<file path="src/include/oag_params.svh">
// Constants of the operand address generator
// Functional notes
// - Immediate instructions are two bytes: opcode/register, then data or mask.
// - Relative displacement is byte-two bits 6..0, signed, -64 to +63.
// - Relative address is the address after the instruction plus displacement.
// - Byte-two bit 7 set on relative instructions starts an indirect fetch.
// - Page-zero branches are relative to location zero of page zero.
// - Absolute non-branch: three bytes, register bits 1..0, 13-bit in-page address.
// - Index control 00 none, 01 pre-increment, 10 pre-decrement, 11 indexed.
// - Index control 00: named register, direct address, optional indirection.
// - Index control 11: field names index, operand is r0, address plus index.
// - Indexed and indirect: fetch indirect address first, then add the index.
// - Index control 01/10 bumps the index register before forming the address.
// - Absolute branches take bits 6..5 as page bits and load the page.
// - Indirection adds two machine cycles, six clock periods.
// - Indirect address is two bytes, right-justified 15 bits, top bit ignored.
// - Only one level of indirection per instruction.
// - Halt and status-clear operations decode the whole first byte.
// - Load-to-r0 copies register into r0, source kept, two cycles.
// - Opcode 00 is undefined; r0-to-r0 load is opcode 60.
// - Immediate load puts byte two into the register in two cycles.
// - Relative load reads its address into the register, three cycles.
// - Absolute load reads into register, or r0 when indexed, four cycles.
// - One-byte register operations use r0 plus a register of the active bank.
`ifndef OAG_PARAMS_SVH
`define OAG_PARAMS_SVH

// Widths
`define OAG_ADDR_W      15
`define OAG_PAGE_W      13
// Machine cycle of three clock periods
`define OAG_LAST_PHASE  2'h2
// Opcode groups, bits 7..2
`define OAG_GRP_LD_R0   6'h00
`define OAG_GRP_LD_IMM  6'h01
`define OAG_GRP_LD_REL  6'h02
`define OAG_GRP_LD_ABS  6'h03
`define OAG_GRP_BRA     6'h07
// Whole-byte opcodes
`define OAG_OP_UNDEF    8'h00
`define OAG_OP_HALT     8'h40
`define OAG_OP_LOADR0   8'h60
`define OAG_OP_CLR_UP   8'h74
`define OAG_OP_CLR_LO   8'h75
`define OAG_OP_ZERO_BR  8'h9b
// Field positions
`define OAG_IND_BIT     7
`define OAG_PSL_RS      4
`define OAG_BRA_ALWAYS  2'h3
// Condition code values
`define OAG_CC_POS      2'h1
`define OAG_CC_ZERO     2'h0
`define OAG_CC_NEG      2'h2
// Reset values
`define OAG_PSL_RST     8'h00
`define OAG_PSU_RST     8'h00
`define OAG_ADDR_RST    15'h0000

`endif

</file>
<file path="src/include/oag_pkg.sv">
// Types of the operand address generator
package oag_pkg;

    typedef enum logic [2:0] {
        OAG_ST_FETCH, OAG_ST_EXEC, OAG_ST_BYTE2, OAG_ST_BYTE3,
        OAG_ST_IND_HI, OAG_ST_IND_LO, OAG_ST_OPERAND, OAG_ST_HALT
    } oag_state_t;

    typedef enum logic [1:0] {
        OAG_IC_NONE, OAG_IC_INC, OAG_IC_DEC, OAG_IC_ONLY
    } oag_ic_t;

    typedef enum logic [3:0] {
        OAG_K_LD_R0, OAG_K_LD_IMM, OAG_K_LD_REL, OAG_K_LD_ABS, OAG_K_BRA,
        OAG_K_ZBR, OAG_K_CLR_UP, OAG_K_CLR_LO, OAG_K_HALT, OAG_K_NOP
    } oag_kind_t;

endpackage

</file>
<file path="src/design/oag_core.sv">
// Decoder, address generator and load unit of the 8-bit processor
`include "oag_params.svh"

module oag_core (
    input  wire logic                    clock_in,
    input  wire logic                    rst_b_in,
    input  wire logic [7:0]              mem_rdata_in,
    input  wire logic [2:0]              reg_view_sel_in,
    output logic      [`OAG_ADDR_W-1:0]  mem_addr_out,
    output logic                         mem_rd_out,
    output logic                         instr_done_out,
    output logic                         halted_out,
    output logic      [1:0]              condition_code_out,
    output logic      [7:0]              psl_out,
    output logic      [7:0]              psu_out,
    output logic      [7:0]              reg_view_out
);

    // ------------------------------------------------------------
    // Decode helpers
    // ------------------------------------------------------------

    // Whole-byte opcodes first, then opcode groups
    function automatic oag_pkg::oag_kind_t decode_kind(input logic [7:0] op);
        oag_pkg::oag_kind_t k;
        k = oag_pkg::OAG_K_NOP;
        if (op == `OAG_OP_HALT)
            k = oag_pkg::OAG_K_HALT;
        else if (op == `OAG_OP_CLR_UP)
            k = oag_pkg::OAG_K_CLR_UP;
        else if (op == `OAG_OP_CLR_LO)
            k = oag_pkg::OAG_K_CLR_LO;
        else if (op == `OAG_OP_ZERO_BR)
            k = oag_pkg::OAG_K_ZBR;
        else if (op == `OAG_OP_LOADR0)
            k = oag_pkg::OAG_K_LD_R0;
        else if (op == `OAG_OP_UNDEF)
            k = oag_pkg::OAG_K_NOP;
        else if (op[7:2] == `OAG_GRP_LD_R0)
            k = oag_pkg::OAG_K_LD_R0;
        else if (op[7:2] == `OAG_GRP_LD_IMM)
            k = oag_pkg::OAG_K_LD_IMM;
        else if (op[7:2] == `OAG_GRP_LD_REL)
            k = oag_pkg::OAG_K_LD_REL;
        else if (op[7:2] == `OAG_GRP_LD_ABS)
            k = oag_pkg::OAG_K_LD_ABS;
        else if (op[7:2] == `OAG_GRP_BRA)
            k = oag_pkg::OAG_K_BRA;
        return k;
    endfunction

    // Register field to file index: r0 shared, r1..r3 banked
    function automatic logic [2:0] reg_idx(input logic [1:0] r, input logic rs);
        logic [2:0] i;
        i = {1'b0, r};
        if (r != 2'h0 && rs)
            i = 3'(r + 2'h0) + 3'h3;
        return i;
    endfunction

    // In-page increment, page bits kept
    function automatic logic [`OAG_ADDR_W-1:0] inc_in_page(
        input logic [`OAG_ADDR_W-1:0] a);
        return {a[14:13], a[12:0] + 13'h0001};
    endfunction

    // ------------------------------------------------------------
    // State
    // ------------------------------------------------------------
    logic [1:0]               phase_q;
    oag_pkg::oag_state_t      state_q, state_d;
    oag_pkg::oag_kind_t       kind_q, kind_d;
    logic [7:0]               op_q;
    logic [7:0]               b2_q;
    logic [`OAG_ADDR_W-1:0]   iar_q, iar_d;
    logic [`OAG_ADDR_W-1:0]   ea_q, ea_d;
    logic [`OAG_ADDR_W-1:0]   mem_addr_q, addr_d;
    logic                     mem_rd_q, rd_d;
    logic [6:0]               ind_hi_q;
    logic [7:0]               idx_val_q, idx_val_d;
    logic [7:0]               psl_q, psl_d;
    logic [7:0]               psu_q, psu_d;
    logic [7:0]               regs [7];
    logic                     wr_en, wr_cc;
    logic [2:0]               wr_sel;
    logic [7:0]               wr_val;
    logic                     done_d;
    logic                     instr_done_q;
    logic [7:0]               reg_view_q;
    logic                     halted_q;

    logic                     cyc_end;
    logic                     rs;
    oag_pkg::oag_ic_t         ic_b2;
    logic                     indexed;
    logic [`OAG_ADDR_W-1:0]   iar_inc;
    logic [12:0]              disp13;
    logic [12:0]              abs_low;
    logic [`OAG_ADDR_W-1:0]   ind_addr;
    logic                     bra_taken;

    assign cyc_end   = (phase_q == `OAG_LAST_PHASE);
    assign rs        = psl_q[`OAG_PSL_RS];
    assign ic_b2     = oag_pkg::oag_ic_t'(b2_q[6:5]);
    assign indexed   = (kind_q == oag_pkg::OAG_K_LD_ABS) && (ic_b2 != oag_pkg::OAG_IC_NONE);
    assign iar_inc   = inc_in_page(iar_q);
    assign disp13    = {{6{mem_rdata_in[6]}}, mem_rdata_in[6:0]};
    assign abs_low   = {b2_q[4:0], mem_rdata_in};
    assign ind_addr  = {ind_hi_q, mem_rdata_in} +
                       (indexed ? {7'h00, idx_val_q} : 15'h0000);
    assign bra_taken = (op_q[1:0] == `OAG_BRA_ALWAYS) || (op_q[1:0] == psl_q[7:6]);

    // ------------------------------------------------------------
    // Machine-cycle sequencing
    // ------------------------------------------------------------

    // Work done at the end of each three-clock machine cycle
    always_comb begin
        state_d   = state_q;
        kind_d    = kind_q;
        iar_d     = iar_q;
        ea_d      = ea_q;
        addr_d    = mem_addr_q;
        rd_d      = mem_rd_q;
        idx_val_d = idx_val_q;
        psl_d     = psl_q;
        psu_d     = psu_q;
        wr_en     = 1'b0;
        wr_cc     = 1'b0;
        wr_sel    = 3'h0;
        wr_val    = 8'h00;
        done_d    = 1'b0;
        unique case (state_q)
            oag_pkg::OAG_ST_FETCH: begin
                kind_d = decode_kind(mem_rdata_in);
                iar_d  = iar_inc;
                if (decode_kind(mem_rdata_in) == oag_pkg::OAG_K_HALT) begin
                    state_d = oag_pkg::OAG_ST_HALT;
                    rd_d    = 1'b0;
                end else if (decode_kind(mem_rdata_in) == oag_pkg::OAG_K_LD_R0 ||
                             decode_kind(mem_rdata_in) == oag_pkg::OAG_K_NOP) begin
                    state_d = oag_pkg::OAG_ST_EXEC;
                    rd_d    = 1'b0;
                end else begin
                    state_d = oag_pkg::OAG_ST_BYTE2;
                    addr_d  = iar_inc;
                    rd_d    = 1'b1;
                end
            end
            oag_pkg::OAG_ST_EXEC: begin
                // Copy into r0, source untouched
                if (kind_q == oag_pkg::OAG_K_LD_R0) begin
                    wr_en  = 1'b1;
                    wr_cc  = 1'b1;
                    wr_sel = 3'h0;
                    wr_val = regs[reg_idx(op_q[1:0], rs)];
                end
                state_d = oag_pkg::OAG_ST_FETCH;
                addr_d  = iar_q;
                rd_d    = 1'b1;
                done_d  = 1'b1;
            end
            oag_pkg::OAG_ST_BYTE2: begin
                iar_d   = iar_inc;
                state_d = oag_pkg::OAG_ST_FETCH;
                addr_d  = iar_inc;
                rd_d    = 1'b1;
                unique case (kind_q)
                    oag_pkg::OAG_K_LD_IMM: begin
                        wr_en  = 1'b1;
                        wr_cc  = 1'b1;
                        wr_sel = reg_idx(op_q[1:0], rs);
                        wr_val = mem_rdata_in;
                        done_d = 1'b1;
                    end
                    oag_pkg::OAG_K_CLR_UP: begin
                        psu_d  = psu_q & ~mem_rdata_in;
                        done_d = 1'b1;
                    end
                    oag_pkg::OAG_K_CLR_LO: begin
                        psl_d  = psl_q & ~mem_rdata_in;
                        done_d = 1'b1;
                    end
                    oag_pkg::OAG_K_LD_REL: begin
                        // Base is the byte after the instruction
                        ea_d    = {iar_inc[14:13], iar_inc[12:0] + disp13};
                        addr_d  = {iar_inc[14:13], iar_inc[12:0] + disp13};
                        state_d = mem_rdata_in[`OAG_IND_BIT] ?
                                  oag_pkg::OAG_ST_IND_HI : oag_pkg::OAG_ST_OPERAND;
                    end
                    oag_pkg::OAG_K_ZBR: begin
                        // Wraps to the top 64 bytes of page zero when negative
                        ea_d   = {2'b00, disp13};
                        addr_d = {2'b00, disp13};
                        if (mem_rdata_in[`OAG_IND_BIT]) begin
                            state_d = oag_pkg::OAG_ST_IND_HI;
                        end else begin
                            iar_d  = {2'b00, disp13};
                            done_d = 1'b1;
                        end
                    end
                    oag_pkg::OAG_K_LD_ABS, oag_pkg::OAG_K_BRA: begin
                        state_d = oag_pkg::OAG_ST_BYTE3;
                        if (kind_q == oag_pkg::OAG_K_LD_ABS) begin
                            // Index bumped before any address is formed
                            unique case (oag_pkg::oag_ic_t'(mem_rdata_in[6:5]))
                                oag_pkg::OAG_IC_INC:
                                    idx_val_d = regs[reg_idx(op_q[1:0], rs)] + 8'h01;
                                oag_pkg::OAG_IC_DEC:
                                    idx_val_d = regs[reg_idx(op_q[1:0], rs)] - 8'h01;
                                default:
                                    idx_val_d = regs[reg_idx(op_q[1:0], rs)];
                            endcase
                            if (mem_rdata_in[6] ^ mem_rdata_in[5]) begin
                                wr_en  = 1'b1;
                                wr_sel = reg_idx(op_q[1:0], rs);
                                wr_val = idx_val_d;
                            end
                        end
                    end
                    default: begin
                        done_d = 1'b1;
                    end
                endcase
            end
            oag_pkg::OAG_ST_BYTE3: begin
                iar_d   = iar_inc;
                addr_d  = iar_inc;
                rd_d    = 1'b1;
                state_d = oag_pkg::OAG_ST_FETCH;
                if (kind_q == oag_pkg::OAG_K_BRA) begin
                    if (bra_taken) begin
                        // Page bits come from byte two
                        ea_d   = {b2_q[6:5], abs_low};
                        addr_d = {b2_q[6:5], abs_low};
                        if (b2_q[`OAG_IND_BIT]) begin
                            state_d = oag_pkg::OAG_ST_IND_HI;
                        end else begin
                            iar_d  = {b2_q[6:5], abs_low};
                            done_d = 1'b1;
                        end
                    end else begin
                        done_d = 1'b1;
                    end
                end else begin
                    // Direct or indexed address inside the current page
                    if (b2_q[`OAG_IND_BIT] || !indexed)
                        ea_d = {iar_q[14:13], abs_low};
                    else
                        ea_d = {iar_q[14:13], abs_low + {5'h00, idx_val_q}};
                    addr_d  = ea_d;
                    state_d = b2_q[`OAG_IND_BIT] ?
                              oag_pkg::OAG_ST_IND_HI : oag_pkg::OAG_ST_OPERAND;
                end
            end
            oag_pkg::OAG_ST_IND_HI: begin
                // Second of the two added cycles follows
                addr_d  = inc_in_page(ea_q);
                state_d = oag_pkg::OAG_ST_IND_LO;
            end
            oag_pkg::OAG_ST_IND_LO: begin
                // Fetched address is final, no second level
                ea_d   = ind_addr;
                addr_d = ind_addr;
                if (kind_q == oag_pkg::OAG_K_LD_REL || kind_q == oag_pkg::OAG_K_LD_ABS) begin
                    state_d = oag_pkg::OAG_ST_OPERAND;
                end else begin
                    state_d = oag_pkg::OAG_ST_FETCH;
                    iar_d   = ind_addr;
                    done_d  = 1'b1;
                end
            end
            oag_pkg::OAG_ST_OPERAND: begin
                wr_en   = 1'b1;
                wr_cc   = 1'b1;
                wr_sel  = indexed ? 3'h0 : reg_idx(op_q[1:0], rs);
                wr_val  = mem_rdata_in;
                state_d = oag_pkg::OAG_ST_FETCH;
                addr_d  = iar_q;
                done_d  = 1'b1;
            end
            oag_pkg::OAG_ST_HALT: begin
                rd_d = 1'b0;
            end
        endcase
        // Load sets the condition code from the byte written
        if (wr_cc) begin
            if (wr_val == 8'h00)
                psl_d[7:6] = `OAG_CC_ZERO;
            else if (wr_val[7])
                psl_d[7:6] = `OAG_CC_NEG;
            else
                psl_d[7:6] = `OAG_CC_POS;
        end
    end

    // ------------------------------------------------------------
    // Registers
    // ------------------------------------------------------------

    // Phase counter: three clocks per machine cycle
    always_ff @(posedge clock_in) begin
        if (!rst_b_in)
            phase_q <= 2'h0;
        else if (cyc_end)
            phase_q <= 2'h0;
        else
            phase_q <= phase_q + 2'h1;
    end

    // Sequencer and instruction capture
    always_ff @(posedge clock_in) begin
        if (!rst_b_in) begin
            state_q <= oag_pkg::OAG_ST_FETCH;
            kind_q  <= oag_pkg::OAG_K_NOP;
            op_q    <= 8'h00;
            b2_q    <= 8'h00;
        end else if (cyc_end) begin
            state_q <= state_d;
            kind_q  <= kind_d;
            if (state_q == oag_pkg::OAG_ST_FETCH)
                op_q <= mem_rdata_in;
            if (state_q == oag_pkg::OAG_ST_BYTE2)
                b2_q <= mem_rdata_in;
        end
    end

    // Address path: program counter, operand address, bus address
    always_ff @(posedge clock_in) begin
        if (!rst_b_in) begin
            iar_q      <= `OAG_ADDR_RST;
            ea_q       <= `OAG_ADDR_RST;
            mem_addr_q <= `OAG_ADDR_RST;
            mem_rd_q   <= 1'b1;
            ind_hi_q   <= 7'h00;
            idx_val_q  <= 8'h00;
        end else if (cyc_end) begin
            iar_q      <= iar_d;
            ea_q       <= ea_d;
            mem_addr_q <= addr_d;
            mem_rd_q   <= rd_d;
            idx_val_q  <= idx_val_d;
            if (state_q == oag_pkg::OAG_ST_IND_HI)
                ind_hi_q <= mem_rdata_in[6:0];
        end
    end

    // Register file, one write per machine cycle
    always_ff @(posedge clock_in) begin
        if (!rst_b_in) begin
            for (int i = 0; i < 7; i++)
                regs[i] <= 8'h00;
        end else if (cyc_end && wr_en) begin
            regs[wr_sel] <= wr_val;
        end
    end

    // Program status bytes
    always_ff @(posedge clock_in) begin
        if (!rst_b_in) begin
            psl_q <= `OAG_PSL_RST;
            psu_q <= `OAG_PSU_RST;
        end else if (cyc_end) begin
            psl_q <= psl_d;
            psu_q <= psu_d;
        end
    end

    // Observation outputs
    always_ff @(posedge clock_in) begin
        if (!rst_b_in) begin
            instr_done_q <= 1'b0;
            reg_view_q   <= 8'h00;
            halted_q     <= 1'b0;
        end else begin
            instr_done_q <= cyc_end && done_d;
            halted_q     <= ((cyc_end ? state_d : state_q) == oag_pkg::OAG_ST_HALT);
            reg_view_q   <= (reg_view_sel_in < 3'h7) ? regs[reg_view_sel_in] : 8'h00;
        end
    end

    assign mem_addr_out       = mem_addr_q;
    assign mem_rd_out         = mem_rd_q;
    assign instr_done_out     = instr_done_q;
    assign halted_out         = halted_q;
    assign condition_code_out = psl_q[7:6];
    assign psl_out            = psl_q;
    assign psu_out            = psu_q;
    assign reg_view_out       = reg_view_q;

endmodule

</file>
<file path="config.mk">
export PLATFORM = sky130hd
export DESIGN_NAME = oag_core
export DESIGN_NICKNAME = d
export VERILOG_FILES = /design/src/include/oag_pkg.sv /design/src/design/oag_core.sv
export VERILOG_INCLUDE_DIRS = /design/src /design/src/include
export SDC_FILE = /design/constraint.sdc
export NUM_CORES = 1
export LEC_CHECK = 0
export BUFFER_PORTS_ARGS = -buffer_cell sky130_fd_sc_hd__buf_4
export CAP_MARGIN = 30
export CORE_MARGIN = 2
export CORE_UTILIZATION = 49
export CTS_CLUSTER_SIZE = 10
export DETAILED_ROUTE_END_ITERATION = 10
export PLACE_DENSITY = 0.78
export SLEW_MARGIN = 10
export SYNTH_ARGS = -nofsm -noshare
export SYNTH_HDL_FRONTEND = slang
export SYNTH_SLANG_ARGS = --single-unit
</file>
<file path="constraint.sdc">
create_clock -name clock_in -period 5.9 [get_ports clock_in]
set_clock_uncertainty 0.05 [all_clocks]
set_input_delay 1.18 -clock clock_in [delete_from_list [all_inputs] [get_ports clock_in]]
set_output_delay 1.18 -clock clock_in [all_outputs]
set_load 0.005 [all_outputs]
</file>
# Yosys cells after proc, flatten, opt, wreduce, memory -nomap -nowiden
# Memory sizes are Yosys's and may differ from the RTL's. A register that Yosys moved wholly into a read port is not among the register bits.
# Cells that the tools add are included.
dict set report word_totals {
  ff_bits 98
  mem_bits_rw 56
  out_inout_bits 44
  wordCells 204
  n_memories 1
}
dict set report op_classes {
  addsub 9
  n_lt_le_gt_ge 1
  eq_ne 41
  n_mux 86
  bitwise 6
  reduce_logical 43
}
# memory depth word_bits read_ports rd_clocked_by_memory_dff write_ports line_no
set memory_table {}
lappend memory_table {regs 7 8 2 1 7 oag_core.sv:83} ;# logic [7:0] regs [7];
# cell n
set op_table {}
lappend op_table {{$mux W15} 12}
lappend op_table {{$pmux W15 S6} 1}
lappend op_table {{$pmux W15 S2} 2}
lappend op_table {{$pmux W15 S4} 1}
lappend op_table {{$mux W4} 14}
lappend op_table {{$mux W8} 7}
lappend op_table {{$pmux W15 S3} 1}
lappend op_table {{$mux W3} 12}
lappend op_table {{$eq A8 B7 Y1 const B} 4}
lappend op_table {{$pmux W8 S2} 2}
lappend op_table {{$add A13 B1 Y13 const B} 2}
lappend op_table {{$pmux W8 S3} 1}
lappend op_table {{$pmux W3 S6} 1}
lappend op_table {{$and A8 B8 Y8} 2}
lappend op_table {{$eq A4 B3 Y1 const B} 4}
lappend op_table {{$logic_not A8 Y1} 2}
lappend op_table {{$mux W1} 16}
lappend op_table {{$add A15 B8 Y15} 1}
lappend op_table {{$eq A3 B3 Y1 const B} 5}
lappend op_table {{$ne A2 B2 Y1 const B} 7}
lappend op_table {{$add A13 B13 Y13} 1}
lappend op_table {{$add A13 B8 Y13} 1}
lappend op_table {{$mux W13} 1}
lappend op_table {{$eq A6 B2 Y1 const B} 2}
lappend op_table {{45 further kinds} 84}

# Depth between registers and ports, before layout
# Gate-level depths: netlist of run 1.
dict set report logic_depth {
  ltp_word 23
  depth_mapped 19
}

# Least setup slack after synthesis of run 1
# Ideal clock, no wire load.
dict set report synth_timing {
  path_type {flip-flop to flip-flop}
  from {register op_q[0]}
  to {memory regs[0][7] (data pin)}
  setup_time_ns 0.144
  arrival_ns 4.548
  required_time_ns 5.706
  setup_slack_ns 1.158
  path_stages_with_launch 19
  path_buffers 4
  period_less_slack_ns 4.742
  path_cell_list {dfxtp_1 > clkbuf_1 > buf_1 > inv_1 > ha_1 > buf_2 > buf_1 > mux4_2 > nand2_1 > o221ai_1 > ha_1 > and2_1 > and3_1 > a311o_1 > a21oi_2 > xnor2_1 > mux2i_4 > o21ai_2 > nor2_1}
}
# item line_no
set synth_lines {}
lappend synth_lines {{start, declared} oag_core.sv:73} ;# logic [7:0] op_q;
lappend synth_lines {{start signal, assigned} oag_core.sv:322} ;# op_q <= mem_rdata_in;
lappend synth_lines {{end, declared} oag_core.sv:83}

==> impl_metrics.tcl, run 1 <==
set metrics [dict create \
    cts-resized-gates 0 \
    ys.flop_type "dfxtp_1" \
    startpoint "op_q[1]$_SDFFE_PN0P_" \
    antenna_found_initial 0 \
    cts_sinks 170 \
    synthCells 1404 \
    ys_top_cells_by_count "163 x nor2_1, 152 x nand2_1, 119 x a21oi_1, 114 x dfxtp_1, 103 x o21ai_0" \
    overflow 0 \
    status "completed" \
    fin_ws_ns 1.114 \
    required_ns 6.15 \
    syn_area_per_cell_um2 8.376 \
    postCtsSetupBuffers 0 \
    cts_root_buf "clkbuf_16" \
    rows 56 \
    drv_slew 0 \
    n_fill_cell 2136 \
    rr_startpoint "op_q[1]$_SDFFE_PN0P_" \
    reg2reg_setup_slack_ns 1.11 \
    cp_max_fo 14 \
    num_vias 11332 \
    dr.first_iter.drc_count 2070 \
    drt_wl_total_um 37520 \
    critPathCaptureType "flop" \
    grt_first_pass_wirelength_um 59050 \
    io_buffers 56 \
    cts_max_level 4 \
    worstPathArrival_ns 5.03 \
    cts_inserted_buffers 17 \
    p_leak_nw 4.719 \
    fin_util_pct 55.14 \
    grt_use_total_pct 29.34 \
    ys_types 87 \
    tns_ns 0 \
    die-area_mm2 0.02526 \
    clk_latency_ns 0.46 \
    ys_ff_latch 170 \
    fin_area_mm2 0.01298 \
    gp_congestion 1.024 \
    post-place-ws_ns 1.150 \
    finalHoldViolCount 0 \
    min_path_cells 1 \
    chipHeight_um 158.9 \
    synth_most_common_cell "nor2_1" \
    dpl.hpwl_um 27090 \
    worstReg2RegEnd "regs[2][7]$_SDFFCE_PN0P_" \
    antenna_cells 0 \
    rr_worst_depth 13 \
    place_area_mm2 0.01233 \
    path_clk_slew_ns 0.08 \
    grt_pass1_vias 10543 \
    power_density_mw_per_mm2 249.3 \
    synth_top_area_share_pct 19.41 \
    core-area_mm2 0.02354 \
    whs_endpoint "phase_q[0]$_SDFF_PP0_" \
    synthesis.nets 1462 \
    worstHoldPathType "flop to flop" \
    dieWidth_um 158.9 \
    grt_max_degree 65 \
    post-route-period-util_pct 81.12 \
    ys_warn_count 0 \
    dr.pass1.iters 7 \
    yosys-top-cells-area "dfxtp_1 19%, edfxtp_1 14%, nor2_1 5.2%" \
    ios 57 \
    layout-drive-gt1-share_pct 11.06 \
    netlist_area_mm2 0.01176 \
    criticalPathCategory "flop to flop" \
    clockBufferDepth 2 \
    yosysSeqAreaShare_pct 33.71 \
    max-vdd-ir-drop_v 0.0001683 \
    cts_tree "yes" \
    final-setup-viol-count 0 \
    fin_nets 1465 \
    antenna_left 0 \
    drcViolationCount 0 \
    critPathLaunchType "flop" \
    initial_utilization_pct 49.95 \
    syn_to_final_growth_pct 10.40 \
    vias_per_cell 6.516 \
    finalCriticalPeriod_ns 4.786 \
    max_cap_violations 0 \
    post_drt_wl_per_cell_um 21.58 \
    hold_buffers 0 \
    grt_setup_unrepaired "no" \
    tightestPinTransition_ns 1.074 \
    slew_headroom_pct 27.79 \
    synth_edf_count 56 \
    min_from "phase_q[0]$_SDFF_PP0_" \
    fmax_ghz 0.2089 \
    yosysTopAreaCell "dfxtp_1" \
    synth-async-reset-ratio_pct 0 \
]
==> worst max-delay path, stage by stage (launching register included) <==
cell and delay, ns:
dfxtp_1 0.64, inv_1 0.12, ha_1 0.77, mux2_2 0.41
mux4_2 0.51, ha_1 0.36, and2_1 0.21, and3_1 0.19
a311o_1 0.37, a21oi_2 0.15, xnor2_1 0.21, mux2i_4 0.34
o21ai_2 0.13, nor2_1 0.18
==> through the flow <==
stage | instances | power [W] | hold WS [ns]
final | 1739 | 0.003237 | 0.3646
after global routing | 1739 | 0.003344 | 0.3956
after CTS | 1737 | 0.003213 | 0.3673
after detailed placement | 1705 | 0.002004 | 0.3565
after global placement | 1705 | 0.001992 | 0.3519
after floorplan | 1404 | 0.001812 | 0.3414
==> area by class of cell <==
type | instances | area [um2] | area share [%]
Clock buffer | 17 | 425.4 | 3.277
Multi-Input combinational cell | 1106 | 7286 | 56.12
Sequential cell | 170 | 3964 | 30.53
Timing Repair Buffer | 73 | 548.0 | 4.221
Tap cell | 319 | 399.1 | 3.074
Inverter | 39 | 146.4 | 1.128
Clock inverter | 15 | 214.0 | 1.648
==> state kept, by name, summed over array words and instances, names as in the netlist <==
name and flops:
op_q 2, iar_q 15, idx_val_q 8, mem_addr_out 15, psu_out 8, ind_hi_q 7, psl_out 8, phase_q 2
regs 64, mem_rd_out 1, b2_q 8, reg_view_out 8, kind_q 4, state_q 3, instr_done_out 1, halted_out 1
ea_q 15
==> logic make-up (layout without fill, tap and decap cells) <==
kind of cell | after synthesis | in the layout | share of synthesized area (%)
XOR/XNOR | 60 | 60 | 4.469
AO/OA/AOI/OAI | 424 | 424 | 23.08
multiplexers | 74 | 74 | 9.522
flip-flops | 170 | 170 | 33.71
adder cells (fa/ha/maj) | 45 | 45 | 5.043
AND/OR/NAND/NOR | 503 | 503 | 19.84
buffers and inverters | 128 | 144 | 4.341
==> placed cells by master, fill, tap and decap left out, types with 23 or more instances in the layout <==
| master | synthesis | final |
|---|---|---|
| nor2_1 | 163 | 163 |
| nand2_1 | 152 | 152 |
| a21oi_1 | 119 | 119 |
| dfxtp_1 | 114 | 114 |
| o21ai_0 | 103 | 103 |
| buf_4 | 2 | 73 |
| edfxtp_1 | 56 | 56 |
| mux2i_1 | 41 | 41 |
| xnor2_1 | 41 | 41 |
| ha_1 | 41 | 41 |
| inv_1 | 37 | 37 |
| nor3_1 | 34 | 34 |
| nand3_1 | 34 | 34 |
| a31oi_1 | 29 | 29 |
| nand2b_1 | 25 | 25 |
| o211ai_1 | 25 | 25 |
| mux4_2 | 24 | 24 |
| a211oi_1 | 23 | 23 |
==> power by group <==
group / switching, W / leakage (nW) / internal, W
Combinational: 0.000433 / 2.94 / 0.000272
Sequential: 0.0000543 / 1.47 / 0.00125
Clock: 0.000631 / 0.308 / 0.000597
Total: 0.00112 / 4.72 / 0.00212
==> worst max-delay path by stage <==
stage	end	slack, ns	depth (start not counted)
finish	regs[2][7]$_SDFFCE_PN0P_	1.11	13
global route	regs[2][7]$_SDFFCE_PN0P_	0.77	14
CTS	regs[2][7]$_SDFFCE_PN0P_	1.13	13
detailed placement	regs[2][7]$_SDFFCE_PN0P_	1.15	13
global placement	regs[0][6]$_SDFFCE_PN0P_	1.26	14
floorplan	regs[0][7]$_SDFFCE_PN0P_	1.16	18
==> routing by layer <==
layer	track usage, %	up-vias	part of all wire (%)
met5	0	-	0
met4	12.69	0	4.8
met3	5.747	138	11
met2	46.37	773	45
met1	39.35	5234	39
li1	-	5187	-
Note: power is estimated with default switching activity, not from simulation.
==> run 2, diff against run 1 <==
Settings changed: PLACE_DENSITY 0.78 to 0.81.
Clock period 5.9 ns to 4.4 ns, I/O delays scaled along.
==> impl_metrics.tcl, run 2 (synthesis gave the netlist of run 1 again) <==
set metrics [dict create \
    antenna_found_initial 0 \
    whs_endpoint "phase_q[0]$_SDFF_PP0_" \
    top_register "regs" \
    slew_headroom_pct 31.74 \
    crit_family "multiplexers" \
    worstHoldPathType "flop to flop" \
    max_stage_delay_ns 0.51 \
    required_ns 4.65 \
    grt_first_pass_wirelength_um 60640 \
    min_from "phase_q[0]$_SDFF_PP0_" \
    max_cap_violations 0 \
    status "completed" \
    core-area_mm2 0.02354 \
    num_vias 11449 \
    drt_wl_total_um 39010 \
    clockBufferDepth 2 \
    dieWidth_um 158.9 \
    layout-drive-gt1-share_pct 12.97 \
    critPathLaunchType "flop" \
    power_frac_seq_pct 39.9 \
    dr.pass1.iters 5 \
    p_sw_w 0.001495 \
    grt_setup_unrepaired "no" \
    cts_root_buf "clkbuf_16" \
    finalCriticalPeriod_ns 4.133 \
    cts_tree "yes" \
    power_density_mw_per_mm2 329.7 \
    chipHeight_um 158.9 \
    fmax_ghz 0.2419 \
    min_path_cells 1 \
    io_buffers 56 \
    rr_startpoint "op_q[0]$_SDFFE_PN0P_" \
    vias_per_cell 6.472 \
    rr_worst_depth 13 \
    cts_inserted_buffers 17 \
    layout_commonest_cell "nor2_1" \
    gp_congestion 1.018 \
    power_frac_comb_pct 22.5 \
    drv_slew 0 \
    post_drt_wl_per_cell_um 22.05 \
    finalHoldViolCount 0 \
    syn_to_final_growth_pct 12.33 \
    crit_chain "inv_1, ha_2, mux2_2, mux4_2, ha_1, and2_1, and3_1, a311o_1, a21oi_2, xnor2_1, mux2i_4, o21ai_2, nor2_1" \
    max-vdd-ir-drop_v 0.0002260 \
    dr.first_iter.drc_count 1489 \
    path_clk_slew_ns 0.08 \
    cp_max_fo 9 \
    cp_slowest_cell "mux4_2" \
    hold_buffers 0 \
    post-route-period-util_pct 93.94 \
    intPower_w 0.002860 \
    initial_utilization_pct 49.95 \
    worstPathArrival_ns 4.39 \
    reg2reg_setup_slack_ns 0.27 \
    antenna_cells 0 \
    fin_ws_ns 0.2666 \
    p_leak_nw 4.865 \
    fin_nets 1495 \
    crit_buf_inv 1 \
    grt_pass1_vias 10651 \
    ios 57 \
    grt_use_total_pct 30.43 \
    power.share.clock_pct 37.6 \
    dpl.hpwl_um 28900 \
    final_cell_mix "163 x nor2_1, 152 x nand2_1, 119 x a21oi_1, 114 x dfxtp_1" \
    antenna_left 0 \
    final-setup-viol-count 0 \
    post-place-ws_ns 0.1579 \
    tns_ns 0 \
    n_fill_cell 2159 \
    critPathCaptureType "flop" \
    clk_latency_ns 0.46 \
    die-area_mm2 0.02526 \
    largest_reg_flops 64 \
    worstReg2RegEnd "regs[1][7]$_SDFFCE_PN0P_" \
    swShare_pct 34.33 \
    rows 56 \
    criticalPathCategory "flop to flop" \
    tightestPinTransition_ns 1.016 \
    cts_sinks 170 \
    grt_max_degree 65 \
    overflow 0 \
    drcViolationCount 0 \
    cts_max_level 4 \
]
-- run 2: cell types whose count changed in the layout (fill, tap and decap cells not counted) --
cell   change
ha_2       +1
buf_4     +30
ha_1       -1
-- run 2: worst max path at each step --
stage	from	endpoint	depth (start not counted)
2_1_floorplan	op_q[0]$_SDFFE_PN0P_	regs[0][7]$_SDFFCE_PN0P_	18
3_3_place_gp	op_q[0]$_SDFFE_PN0P_	regs[2][6]$_SDFFCE_PN0P_	14
3_5_place_dp	op_q[0]$_SDFFE_PN0P_	regs[5][6]$_DFFE_PP_	14
4_1_cts	op_q[0]$_SDFFE_PN0P_	regs[7][6]$_DFFE_PP_	14
5_1_grt	op_q[0]$_SDFFE_PN0P_	psl_out[6]$_SDFFE_PN0P_	15
6_report	op_q[0]$_SDFFE_PN0P_	regs[1][7]$_SDFFCE_PN0P_	13
-- run 2: metal layers --
layer | global-route usage [%] | share of wire (%) | vias up
met3 | 5.643 | 9.4 | 124
li1 | - | - | 5251
met1 | 40.24 | 40 | 5423
met4 | 15.33 | 5.2 | 0
met2 | 47.98 | 45 | 651
met5 | 0 | 0 | -
-- run 2: final cells by class --
class                   instances  area (um2)  share of cell area [%]
clock inverters                15       214.0                   1.620
flip-flops and latches        170        3964                   30.01
inverters                      39       146.4                   1.108
multi-input cells            1106        7288                   55.17
repair buffers                103       773.2                   5.853
well taps                     319       399.1                   3.021
clock buffers                  17       425.4                   3.220
-- run 2: power by group through the flow --
stage                     Clock [W]  Combinational (W)  Sequential [W]
after global routing        0.00171            0.00106         0.00174
after floorplan                   0           0.000684         0.00175
after global placement            0           0.000939         0.00177
after CTS                   0.00165           0.000949         0.00173
after detailed placement          0           0.000944         0.00177
final                       0.00164           0.000980         0.00174
-- run 2: stage by stage --
stage / utilization (%) / instance area [um2] / cells / hold WS (ns) / power [W]
after floorplan: - / 11760 / 1404 / 0.3414 / 0.002431
after global placement: 53.32 / 12550 / 1735 / 0.3504 / 0.002705
after detailed placement: 53.32 / 12550 / 1735 / 0.3523 / 0.002713
after CTS: 56.04 / 13190 / 1767 / 0.3699 / 0.004331
after global routing: 56.11 / 13210 / 1769 / 0.4032 / 0.004504
final: 56.11 / 13210 / 1769 / 0.3696 / 0.004355
-- run 2: timing repair --
action                                  in CTS  in global routing
endpoints found under the setup margin       0                  7
resized for setup                            0                  1
buffers inserted                             0                  1
hold endpoints to repair                     0                  0
==> run 3, diff against run 2 <==
Settings changed: PLACE_DENSITY 0.81 to 0.78.
Clock period 4.4 ns to 5.2 ns, I/O delays scaled along.
==> impl_metrics.tcl, run 3 (synthesis gave the netlist of run 1 again) <==
set metrics [dict create \
    status "completed" \
    largest_reg_flops 64 \
    layout_commonest_cell "nor2_1" \
    post-route-period-util_pct 87.94 \
    grt_max_degree 64 \
    hold_buffers 0 \
    dr.pass1.iters 8 \
    tns_ns 0 \
    grt_use_total_pct 30.87 \
    max_cap_violations 0 \
    die-area_mm2 0.02526 \
    finalHoldViolCount 0 \
    clk_latency_ns 0.45 \
    drt_wl_total_um 39850 \
    required_ns 5.33 \
    num_vias 11584 \
    multi_input_area_mm2 0.007286 \
    reg2reg_setup_slack_ns 0.63 \
    drv_slew 0 \
    grt_pass1_vias 10639 \
    path_clk_slew_ns 0.08 \
    post_drt_wl_per_cell_um 22.76 \
    critPathLaunchType "flop" \
    tightestPinTransition_ns 0.9535 \
    io_buffers 56 \
    worstPathArrival_ns 4.71 \
    cts_root_buf "clkbuf_16" \
    fmax_ghz 0.2187 \
    endpoint "regs[0][6]$_SDFFCE_PN0P_" \
    rr_startpoint "op_q[1]$_SDFFE_PN0P_" \
    cp_max_fo 11 \
    fin_util_pct 55.27 \
    antenna_found_initial 0 \
    syn_to_final_growth_pct 10.64 \
    cts_sinks 170 \
    core-area_mm2 0.02354 \
    rr_worst_depth 15 \
    n_fill_cell 2145 \
    max-vdd-ir-drop_v 0.0001603 \
    antenna_left 0 \
    criticalPathCategory "flop to flop" \
    worstHoldPathType "flop to flop" \
    fin_ws_ns 0.6273 \
    seq_area_mm2 0.003964 \
    ios 57 \
    power_density_mw_per_mm2 274.2 \
    gp_congestion 1.023 \
    drcViolationCount 0 \
    layout-drive-gt1-share_pct 11.73 \
    cts_tree "yes" \
    grt_setup_unrepaired "no" \
    postCtsSetupBuffers 0 \
    clockBufferDepth 2 \
    overflow 0 \
    vias_per_cell 6.616 \
    initial_utilization_pct 49.95 \
    final_cell_mix "163 x nor2_1, 152 x nand2_1, 119 x a21oi_1, 114 x dfxtp_1, 103 x o21ai_0" \
    antenna_cells 0 \
    slew_headroom_pct 36.20 \
    dieWidth_um 158.9 \
    startpoint "op_q[1]$_SDFFE_PN0P_" \
    finalCriticalPeriod_ns 4.573 \
    cts_inserted_buffers 17 \
    final-setup-viol-count 0 \
    grt_first_pass_wirelength_um 61290 \
    cts-resized-gates 0 \
    cts_max_level 4 \
    p_leak_nw 4.749 \
    dpl.hpwl_um 29390 \
    dr.first_iter.drc_count 1468 \
    fin_nets 1477 \
    post-place-ws_ns 0.7199 \
    rows 56 \
    chipHeight_um 158.9 \
    top_register "regs" \
    critPathCaptureType "flop" \
    worstReg2RegEnd "regs[0][6]$_SDFFCE_PN0P_" \
]
-- run 3: layout make-up --
cell class / instances / share of cell area [%]
inverter: 39 / 1.125
timing repair buffer: 85 / 4.885
sequential: 170 / 30.46
tap: 319 / 3.068
clock inverter: 14 / 1.164
clock buffer: 18 / 3.298
multi-input combinational: 1106 / 56.00
-- run 3: through the flow --
step | total power (W) | std cells | cell area [um2] | hold WS, ns
3_3_place_gp | 0.002279 | 1716 | 12410 | 0.3518
5_1_grt | 0.003685 | 1751 | 13010 | 0.4010
4_1_cts | 0.003544 | 1750 | 13000 | 0.3672
3_5_place_dp | 0.002296 | 1718 | 12420 | 0.3575
2_1_floorplan | 0.002056 | 1404 | 11760 | 0.3414
6_report | 0.003568 | 1751 | 13010 | 0.3635
-- run 3: worst min-delay path by stage --
stage	from	to	slack, ns	cells after the start
floorplan	phase_q[0]$_SDFF_PP0_	phase_q[0]$_SDFF_PP0_	0.34	1
CTS	phase_q[0]$_SDFF_PP0_	phase_q[0]$_SDFF_PP0_	0.37	1
detailed placement	phase_q[0]$_SDFF_PP0_	phase_q[0]$_SDFF_PP0_	0.36	1
global route	phase_q[0]$_SDFF_PP0_	phase_q[0]$_SDFF_PP0_	0.40	1
finish	phase_q[0]$_SDFF_PP0_	phase_q[0]$_SDFF_PP0_	0.36	1
global placement	phase_q[0]$_SDFF_PP0_	phase_q[0]$_SDFF_PP0_	0.35	1
-- run 3: routing by layer --
metal | part of all wire (%) | track usage, %
met5 | 0 | 0
met4 | 6.4 | 17.56
met3 | 9.7 | 5.930
met2 | 45 | 49.15
met1 | 39 | 39.49
-- run 3: worst max-delay path, cell delays in order (launching register included) --
cell and delay (ns):
dfxtp_1 0.33, buf_4 0.21, inv_1 0.08, ha_1 0.52
mux4_2 0.57, nand2_1 0.08, o221a_2 0.20, inv_1 0.07
fa_1 0.43, a211oi_1 0.37, o21bai_1 0.13, a21oi_1 0.18
xnor2_1 0.10, a222oi_1 0.55, nand2b_1 0.32, nor2_1 0.10
-- run 3: report_power, final --
part           switching, W  internal (W)
Combinational      0.000499      0.000316
Clock              0.000630      0.000640
Sequential        0.0000648       0.00142
